File: config.mk
export PLATFORM = sky130hd
export DESIGN_NAME = gasalm_top
export DESIGN_NICKNAME = d
export VERILOG_FILES = /design/src/common/gasalm_pkg.sv /design/src/common/gasalm_lvl_if.sv /design/src/gasalm_level.sv /design/src/gasalm_top.sv
export SDC_FILE = /design/constraint.sdc
export NUM_CORES = 1
export LEC_CHECK = 0
export ABC_AREA = 1
export BUFFER_PORTS_ARGS = -buffer_cell sky130_fd_sc_hd__clkbuf_2
export CELL_PAD_IN_SITES_DETAIL_PLACEMENT = 1
export CELL_PAD_IN_SITES_GLOBAL_PLACEMENT = 1
export CORE_MARGIN = 2
export CORE_UTILIZATION = 43
export DETAILED_ROUTE_END_ITERATION = 6
export HOLD_SLACK_MARGIN = 0.06
export PLACE_DENSITY = 0.81
export SLEW_MARGIN = 30
export SYNTH_ARGS = -nofsm -noshare
export SYNTH_HDL_FRONTEND = slang
export SYNTH_HIERARCHICAL = 1
export SYNTH_SLANG_ARGS = --single-unit
File: constraint.sdc
create_clock -name i_mclk -period 3.1 [get_ports i_mclk]
set_input_delay 0.465 -clock i_mclk [delete_from_list [all_inputs] [get_ports i_mclk]]
set_output_delay 0.465 -clock i_mclk [all_outputs]
set_load 0.02 [all_outputs]
File: src/common/gasalm_pkg.sv
// Package with constants for the two-level gas alarm logic.
package gasalm_pkg;
    localparam int GASALM_CLK_HZ = 100_000_000;
    localparam int GASALM_DELAY_MS = 2000;
    localparam int GASALM_DELAY_CYC = GASALM_DELAY_MS * (GASALM_CLK_HZ / 1000);
    localparam int GASALM_FLASH_MS = 500;
    localparam int GASALM_FLASH_CYC = GASALM_FLASH_MS * (GASALM_CLK_HZ / 1000);
    localparam int GASALM_CNT_W = 32;
    localparam int GASALM_CONC_W = 16;
    localparam int GASALM_KEYS = 4;
endpackage

File: src/common/gasalm_lvl_if.sv
// Interface carrying one alarm level between the top and a level unit.
`timescale 1ns/1ps
interface gasalm_lvl_if;
    logic raw;
    logic active;
    logic lamp;
    logic contact;
    modport unit (input raw, output active, output lamp, output contact);
    modport top (output raw, input active, input lamp, input contact);
endinterface

File: src/gasalm_level.sv
// One alarm level: delay qualification, latching and lamp and contact drive.
`timescale 1ns/1ps
module gasalm_level
    import gasalm_pkg::*;
#(
    parameter int DELAY_CYC = GASALM_DELAY_CYC
) (
    // Clock and reset.
    input wire logic i_mclk,
    input wire logic i_reset,
    // Configuration and control.
    input wire logic i_latching,
    input wire logic i_cancel,
    input wire logic i_flash,
    // Level signals.
    gasalm_lvl_if.unit lvl
);
    typedef enum logic [1:0] {GASALM_IDLE, GASALM_ALARM, GASALM_ACKED} gasalm_st_t;
    typedef struct packed {
        gasalm_st_t st;
        logic [GASALM_CNT_W-1:0] cnt;
    } gasalm_lvl_t;
    gasalm_lvl_t s;
    gasalm_lvl_t next_s;

    // Qualification counter and alarm state machine.
    always_comb begin
        next_s = s;
        if (lvl.raw && s.cnt < GASALM_CNT_W'(DELAY_CYC)) begin
            next_s.cnt = s.cnt + 1'b1;
        end else if (!lvl.raw) begin
            next_s.cnt = '0;
        end
        unique case (s.st)
            GASALM_IDLE: begin
                if (lvl.raw && s.cnt >= GASALM_CNT_W'(DELAY_CYC) - 1'b1) begin
                    next_s.st = GASALM_ALARM;
                end
            end
            GASALM_ALARM: begin
                if (!i_latching && !lvl.raw) begin
                    next_s.st = GASALM_IDLE;
                end else if (i_cancel) begin
                    next_s.st = i_latching ? GASALM_ACKED : GASALM_IDLE;
                end
            end
            GASALM_ACKED: begin
                if (!lvl.raw) begin
                    next_s.st = GASALM_IDLE;
                end
            end
            // The unused fourth code falls back to idle rather than locking up.
            default: begin
                next_s.st = GASALM_IDLE;
            end
        endcase
        if (next_s.st == GASALM_IDLE && s.st != GASALM_IDLE) begin
            next_s.cnt = '0; // A cancelled alarm must requalify through the full delay.
        end
    end

    // State register.
    always_ff @(posedge i_mclk) begin
        if (i_reset) begin
            s <= '{st: GASALM_IDLE, cnt: '0};
        end else begin
            s <= next_s;
        end
    end

    // Outputs: flashing only while latched and not yet acknowledged.
    assign lvl.active = (s.st != GASALM_IDLE);
    assign lvl.contact = lvl.active;
    assign lvl.lamp = (s.st == GASALM_ACKED) || (s.st == GASALM_ALARM && (!i_latching || i_flash));
endmodule

File: src/gasalm_top.sv
// Top of the two-level gas alarm decision logic.
`timescale 1ns/1ps
module gasalm_top
    import gasalm_pkg::*;
#(
    parameter int CONC_W = GASALM_CONC_W,
    parameter int DELAY_CYC = GASALM_DELAY_CYC,
    parameter int FLASH_CYC = GASALM_FLASH_CYC
) (
    // Clock and reset.
    input wire logic i_mclk,
    input wire logic i_reset,
    // Measurement and configuration.
    input wire logic [CONC_W-1:0] i_concentration,
    input wire logic [CONC_W-1:0] i_first_setpoint,
    input wire logic [CONC_W-1:0] i_second_setpoint,
    input wire logic i_latching,
    input wire logic i_low_lowlow_pattern,
    input wire logic i_detection_mode,
    // Front-panel keys: back, set, up, down.
    input wire logic [GASALM_KEYS-1:0] i_keys,
    // Lamps and contacts.
    output logic o_first_level_alarm_lamp,
    output logic o_second_level_alarm_lamp,
    output logic o_power_lamp,
    output logic o_first_level_alarm_contact,
    output logic o_second_level_alarm_contact
);
    typedef struct packed {
        logic [2:0] key1;
        logic [2:0] key2;
        logic [2:0] key3;
        logic [2:0] key4;
        logic keys_q;
        logic det_q;
        logic [GASALM_CNT_W-1:0] fcnt;
        logic flash;
        logic lamp1;
        logic lamp2;
        logic con1;
        logic con2;
    } gasalm_top_t;
    gasalm_top_t s;
    gasalm_top_t next_s;
    logic [GASALM_KEYS-1:0] key_now;
    logic cancel;
    gasalm_lvl_if l1 ();
    gasalm_lvl_if l2 ();

    // Threshold test, inverted for the low pattern.
    function automatic logic gasalm_trip(input logic [CONC_W-1:0] c, input logic [CONC_W-1:0] sp, input logic low);
        gasalm_trip = low ? (c <= sp) : (c >= sp);
    endfunction

    assign l1.raw = gasalm_trip(i_concentration, i_first_setpoint, i_low_lowlow_pattern);
    assign l2.raw = gasalm_trip(i_concentration, i_second_setpoint, i_low_lowlow_pattern);

    // Debounced key levels: a key counts once the second and third stages are both high.
    assign key_now = {s.key4[2] & s.key4[1], s.key3[2] & s.key3[1], s.key2[2] & s.key2[1], s.key1[2] & s.key1[1]};
    // A new key press in detection mode, or leaving detection mode, cancels.
    assign cancel = (s.det_q && (|key_now) && !s.keys_q) || (s.det_q && !i_detection_mode);

    // Synchronisers, flash timer and registered outputs.
    always_comb begin
        next_s = s;
        next_s.key1 = {s.key1[1:0], i_keys[0]};
        next_s.key2 = {s.key2[1:0], i_keys[1]};
        next_s.key3 = {s.key3[1:0], i_keys[2]};
        next_s.key4 = {s.key4[1:0], i_keys[3]};
        next_s.keys_q = |key_now;
        next_s.det_q = i_detection_mode;
        if (s.fcnt >= GASALM_CNT_W'(FLASH_CYC) - 1'b1) begin
            next_s.fcnt = '0;
            next_s.flash = !s.flash;
        end else begin
            next_s.fcnt = s.fcnt + 1'b1;
        end
        next_s.lamp1 = l1.lamp | l2.lamp;
        next_s.lamp2 = l2.lamp;
        next_s.con1 = l1.contact;
        next_s.con2 = l2.contact;
    end

    // State register.
    always_ff @(posedge i_mclk) begin
        if (i_reset) begin
            s <= '0;
        end else begin
            s <= next_s;
        end
    end

    // Level units.
    gasalm_level #(.DELAY_CYC(DELAY_CYC)) u_lvl1 (
        .i_mclk(i_mclk),
        .i_reset(i_reset),
        .i_latching(i_latching),
        .i_cancel(cancel),
        .i_flash(s.flash),
        .lvl(l1.unit)
    );
    gasalm_level #(.DELAY_CYC(DELAY_CYC)) u_lvl2 (
        .i_mclk(i_mclk),
        .i_reset(i_reset),
        .i_latching(i_latching),
        .i_cancel(cancel),
        .i_flash(s.flash),
        .lvl(l2.unit)
    );

    assign o_first_level_alarm_lamp = s.lamp1;
    assign o_second_level_alarm_lamp = s.lamp2;
    assign o_power_lamp = 1'b1;
    assign o_first_level_alarm_contact = s.con1;
    assign o_second_level_alarm_contact = s.con2;
endmodule

# Yosys cells after proc, flatten, opt, wreduce, memory -nomap -nowiden
# Index checks and enable logic that the tools add are counted.
# W data, S select, Z words.
dict set report classes {
  add_sub_neg 3
  n_lt_le_gt_ge 9
  eq_ne 6
  mux 17
  bitwise 5
  n_reduce_logical 33
}
# op n
set op_table {}
lappend op_table {{$mux W32} 4}
lappend op_table {{$add A32 B1 Y32 const B} 3}
lappend op_table {{$ge A32 B28 Y1 const B} 2}
lappend op_table {{$lt A32 B28 Y1 const B} 2}
lappend op_table {{$ge A16 B16 Y1} 2}
lappend op_table {{$ge A32 B26 Y1 const B} 1}
lappend op_table {{$le A16 B16 Y1} 2}
lappend op_table {{$mux W2} 9}
lappend op_table {{$logic_and A1 B1 Y1} 13}
lappend op_table {{$pmux W2 S3} 2}
lappend op_table {{$logic_not A2 Y1} 4}
lappend op_table {{$logic_not A1 Y1} 6}
lappend op_table {{$reduce_or A2 Y1} 3}
lappend op_table {{$and A1 B1 Y1} 4}
lappend op_table {{$eq A2 B1 Y1 const B} 2}
lappend op_table {{$eq A2 B2 Y1 const B} 2}
lappend op_table {{$logic_or A1 B1 Y1} 4}
lappend op_table {{$ne A2 B2 Y1 const B} 2}
lappend op_table {{$reduce_bool A2 Y1} 2}
lappend op_table {{$reduce_or A4 Y1} 1}
lappend op_table {{$mux W1} 2}
lappend op_table {{$or A1 B1 Y1} 1}
dict set report totals {
  register_bits 119
  out_inout_bits 5
}

# Longest topological paths before layout
dict set report logic_depth {
  depth_word 11
  ltp_mapped 20
  mapped_depth_nobuf 19
}

# By module
# The synthesis kept the hierarchy.
# module n_inst cells_per_inst area_per_inst_um2 seq_area_each_um2
set modules_own_cells {}
lappend modules_own_cells {gasalm_level 2 413 2447.3 680.7}
lappend modules_own_cells {gasalm_top 1 438 3100.5 1021.0}

# Least setup slack after synthesis
# No wires, ideal clock.
dict set report synth_path {
  path_kind {input-to-reg}
  start {input i_second_setpoint[11]}
  end {register u_lvl2/s[10] (netlist name)}
  setup_time_ns 0.134
  arrival_time_ns 2.282
  required_time_ns 2.966
  path_slack_ns 0.684
  stages 14
  path_buffers 2
  cell_sequence {inv_1 > ha_1 > a21oi_1 > nand2_1 > a21oi_1 > nand2_1 > nand2_1 > nand3_1 > buf_4 > a32oi_1 > nand2_1 > nand2_1 > buf_1 > a21oi_1}
}
dict set report synth_via {
  elab_chain_cells 9
  elab_cells_between_ends 16
  classes_between {order compare: 2; eq/ne: 1; mux: 6; reduce/logical: 7}
}
# element line
set synth_lines {}
lappend synth_lines {{from (decl)} gasalm_top.sv:16} ;# input wire logic [CONC_W-1:0] i_second_setpoint,
lappend synth_lines {{$ge A16 B16 Y1 or $le A16 B16 Y1 (tied branches)} gasalm_top.sv:52} ;# gasalm_trip = low ? (c <= sp) : (c >= sp);
lappend synth_lines {{$mux W1 *} gasalm_top.sv:52}
lappend synth_lines {{named net l2.raw} gasalm_lvl_if.sv:4} ;# logic raw;
lappend synth_lines {{$logic_not A1 Y1} -}
lappend synth_lines {{$logic_and A1 B1 Y1} gasalm_level.sv:41} ;# if (!i_latching && !lvl.raw) begin
lappend synth_lines {{$mux W2} gasalm_level.sv:41}
lappend synth_lines {{$pmux W2 S3} gasalm_level.sv:34} ;# unique case (s.st)
lappend synth_lines {{$logic_not A2 Y1} gasalm_level.sv:57} ;# if (next_s.st == GASALM_IDLE && s.st != GASALM_IDLE) begin
lappend synth_lines {{$logic_and A1 B1 Y1} gasalm_level.sv:57}
lappend synth_lines {{$reduce_or A2 Y1 (no line)} -}
lappend synth_lines {{to (signal assigned)} gasalm_level.sv:65} ;# s <= '{st: GASALM_IDLE, cnt: '0};
lappend synth_lines {{to (signal assigned)} gasalm_level.sv:67} ;# s <= next_s;
lappend synth_lines {{to (decl)} gasalm_level.sv:23} ;# gasalm_lvl_t s;
# The timed path passes the listed nets; every way through them passes the cells marked *.
# A chain may end at the register's enable or synchronous reset.

# Worst setup path after layout
dict set report layout_path {
  start {input i_second_setpoint[11]}
  end {register u_lvl2/s[21] (netlist name)}
}
# Same word-level chain as after synthesis.

==> results.rst <==
.. list-table::
   :header-rows: 1

   * - Metric
     - Value
   * - Logic pwr share
     - 7.0%
   * - Fmax
     - 430.1 MHz
   * - Post-layout min period
     - 2.325 ns
   * - Number of antenna cells inserted
     - 0
   * - Post-synthesis cell area
     - 7995 µm²
   * - Gate count of the mapped netlist
     - 1264
   * - Data arrival time of the critical path
     - around 2.7 ns
   * - Vias/cell
     - a little under 5
   * - Number of search-and-repair iterations in the first detailed-routing pass
     - 4
   * - Number of non-filler instances in the completed layout
     - 1569
   * - Number of flip-flops and latches in the synthesized netlist
     - 119
   * - Maximum vdd drop
     - 0.0003586 V
   * - Number of antenna violations at the first check in global routing
     - 0
   * - IO buf count
     - 60
   * - Status
     - finished clean
   * - Internal power component
     - 3.021 mW
   * - Number of endpoints with negative hold slack in the final report
     - 0
   * - Share of Yosys cell area claimed by the top area cell type
     - between 20% and 30%
   * - Final max-slew violation count
     - 0
   * - Prevailing post-synth register cell
     - sky130_fd_sc_hd__dfxtp_1
   * - Setup total negative slack
     - 0 ns
   * - Pwr dens
     - 436.3 nW/µm²
   * - Setup CP Type
     - in -> reg
   * - Fraction of synthesis flops using an asynchronous set or reset pin
     - 0%
   * - Share of layout cells above drive strength 1
     - 15.00%
   * - Unique masters post-synth
     - 39
   * - Via count of the first global-routing pass
     - around 8.1k
   * - Relative contribution of sequential cells to total power
     - a little under 40%
   * - Quantity of gates resized following cts
     - 0
   * - Starting utilization of the core area
     - between 40% and 50%
   * - DIE AREA
     - ~20000 µm²
   * - Wirelength, routed
     - 21990 µm
   * - Total GRT Usage
     - 23.07%
   * - Max Fanout on Critical Path
     - 33
   * - FP Rows
     - 49
   * - I/O pin count
     - 62
   * - Worst setup skew after layout
     - between 0.01 and 0.015 ns
   * - Required time of the critical path
     - 3.44 ns
   * - Cell taking the most area after synthesis
     - sky130_fd_sc_hd__dfxtp_1
   * - Buffer levels on the longest clock path
     - 2
   * - Startpoint kind of the worst setup timing path
     - input pin
   * - Average footprint of a synthesized cell
     - 6.325 µm²
   * - Number of max-cap violations
     - 0
   * - Clk_lat worst skew
     - 0.42 ns
   * - Non-Filler Cell Area, Final
     - between 9000 and 10000 µm²
   * - Share of the clock period used by the worst path after layout
     - 75.01%
   * - Pin count of the biggest net entering global routing
     - 34
   * - Die Y
     - 140.4 µm
   * - Core outline area
     - 18090 µm²
   * - Violation count after the first detailed-route iteration
     - 296
   * - Fraction of power spent switching nets
     - about a quarter
   * - Number of remaining DRC errors
     - 0
   * - Setup-failing EPs final
     - 0
   * - Number of warnings printed during yosys synthesis
     - 6
   * - Clock-pin transition on the worst setup and hold timing paths
     - 0.06 ns
   * - Average wire length per cell after detail routing
     - 14.01 µm
   * - Leakage Power
     - between 3 and 4 nW
   * - Total grt overflow
     - 0
   * - Sequential element share of the synthesized area
     - about 30%
   * - Placement Cell Area
     - 8454 µm²
   * - Width of the die
     - 140.4 µm
   * - Leading post-synthesis cells by instance count
     - sky130_fd_sc_hd__nand2_1 (301), sky130_fd_sc_hd__nor2_1 (272), sky130_fd_sc_hd__inv_1 (170)
   * - Smallest hold slack
     - 0.2386 ns
   * - First-pass GRT wire length
     - ~37000 µm
   * - Num CTS Buffers
     - 17
   * - Power share of the clock group
     - 53.7%
   * - Critical path endpoint category
     - register
   * - Detailed placement HPWL
     - 16090 µm
   * - # fillers
     - 2484
   * - Count of flip-flops with a built-in enable after synthesis
     - 0
   * - Placer Congestion
     - 0.8790
   * - Antenna-violating nets left
     - 0
   * - Cts hold-fix bufs
     - 0
   * - Maximum level of the CTS H-tree
     - 4
   * - Via count
     - 7790
   * - RSZ-0062 raised after global routing
     - false
   * - Number of post-CTS setup repair buffers
     - 0
   * - Clk sinks
     - roughly 120
   * - Most frequent cell after synthesis
     - sky130_fd_sc_hd__nand2_1
   * - Top area cells in the synthesized netlist
     - sky130_fd_sc_hd__dfxtp_1 (30%), sky130_fd_sc_hd__nand2_1 (14%), sky130_fd_sc_hd__nor2_1 (13%)
   * - Switch Pwr
     - 944.5 µW
   * - TritonCTS clock tree
     - done
   * - Root buffer selected by CTS
     - sky130_fd_sc_hd__clkbuf_16
   * - Post-Place Cells
     - 1538
   * - Final net count
     - 1420
   * - Layout Area Growth over Synthesis
     - 13.66%
   * - Hold Crit Class
     - in -> reg
[final timing paths]
check | depth (start not counted) | slack [ns] | start | to
worst max-delay path | 16 | 0.77 | i_second_setpoint[11] | u_lvl2/s[21]
worst min-delay path | 3 | 0.24 | i_keys[3] | next_s[40]
worst max register to register | 11 | 0.81 | u_lvl1/s[0] | u_lvl1/s[10]
worst min register to register | 2 | 0.41 | next_s[40] | next_s[41]
[critical path, cell delays in order]
cell                       delay (ns)
sky130_fd_sc_hd__clkbuf_2        0.08
sky130_fd_sc_hd__inv_1           0.03
sky130_fd_sc_hd__ha_1            0.31
sky130_fd_sc_hd__nand4_1         0.11
sky130_fd_sc_hd__nor3_1          0.21
sky130_fd_sc_hd__nand2_1         0.12
sky130_fd_sc_hd__nand2_1         0.07
sky130_fd_sc_hd__nand2_1         0.05
sky130_fd_sc_hd__nand3_1         0.11
sky130_fd_sc_hd__buf_4           0.26
sky130_fd_sc_hd__inv_1           0.06
sky130_fd_sc_hd__nor2_1          0.10
sky130_fd_sc_hd__nand2_1         0.07
sky130_fd_sc_hd__nand2_2         0.07
sky130_fd_sc_hd__nand2_4         0.26
sky130_fd_sc_hd__a21oi_1         0.25
[layout make-up]
type / count / area (µm²) / area share [%]
Inverter: 193 / 724.4 / 7.972
Clock buffer: 18 / 439.2 / 4.833
Tap cell: 229 / 286.5 / 3.153
Sequential cell: 119 / 2382 / 26.21
Timing Repair Buffer: 69 / 367.9 / 4.048
Clock inverter: 13 / 193.9 / 2.134
Multi-Input combinational cell: 928 / 4693 / 51.65
[power groups by stage]
stage	combinational [mW]	clock (mW)	sequential, mW
after floorplan	0.178	0	1.59
after CTS	0.284	2.17	1.56
after global routing	0.320	2.24	1.56
final	0.278	2.13	1.56
after detailed placement	0.281	0	1.59
after global placement	0.271	0	1.59
[state kept, by name (all words and copies together) (netlist names)]
register	flops
next_s	8
o_first_level_alarm_contact	1
o_first_level_alarm_lamp	1
o_second_level_alarm_contact	1
o_second_level_alarm_lamp	1
s	39
u_lvl1/s	34
u_lvl2/s	34
[layout by cell type, fill, tap and decap left out, drive strengths merged]
| master | instances |
|---|---|
| xor2 | 28 |
| xnor2 | 9 |
| clkinv | 5 |
| o21ai | 26 |
| bufinv | 4 |
| nor2 | 294 |
| nor3 | 12 |
| o21a | 1 |
| or2 | 3 |
| a32oi | 2 |
| ha | 35 |
| buf | 9 |
| and3 | 3 |
| a21oi | 87 |
| clkinvlp | 1 |
| a21o | 2 |
| nand3 | 86 |
| nand2 | 317 |
| nor3b | 2 |
| conb | 7 |
| clkbuf | 78 |
| inv | 196 |
| dfxtp | 119 |
| nand3b | 1 |
| nand4 | 13 |
[per-stage QoR]
| step | total power, mW | utilization (%) | worst slack (ns) |
|---|---|---|---|
| floorplan | 1.765 | - | 0.6837 |
| global placement | 1.860 | 46.75 | 0.4728 |
| detailed placement | 1.871 | 46.75 | 0.3262 |
| CTS | 4.013 | 50.25 | 0.7700 |
| global route | 4.120 | 50.25 | 0.4692 |
| finish | 3.965 | 50.25 | 0.7748 |
[routing by layer]
layer | up-vias | global-route usage [%] | part of all wire (%)
met4 | 0 | 6.486 | 1.7
met3 | 29 | 3.863 | 2.8
li1 | 4022 | - | -
met1 | 3649 | 27.76 | 46
met2 | 90 | 42.23 | 50
met5 | - | 0 | 0
[kinds of logic after synthesis]
kind of cell               after synthesis  share of synthesized area, %
DFF                                    119                         29.80
xor gates and xnor gates                37                         4.053
and+or+nand+nor                        731                         40.05
AOI/OAI and AO/OA                      118                         8.795
adders and majority gates               35                         5.477
other                                    2                       0.09393
buffers and inverters                  222                         11.74
(Power assumes the default switching activity.)
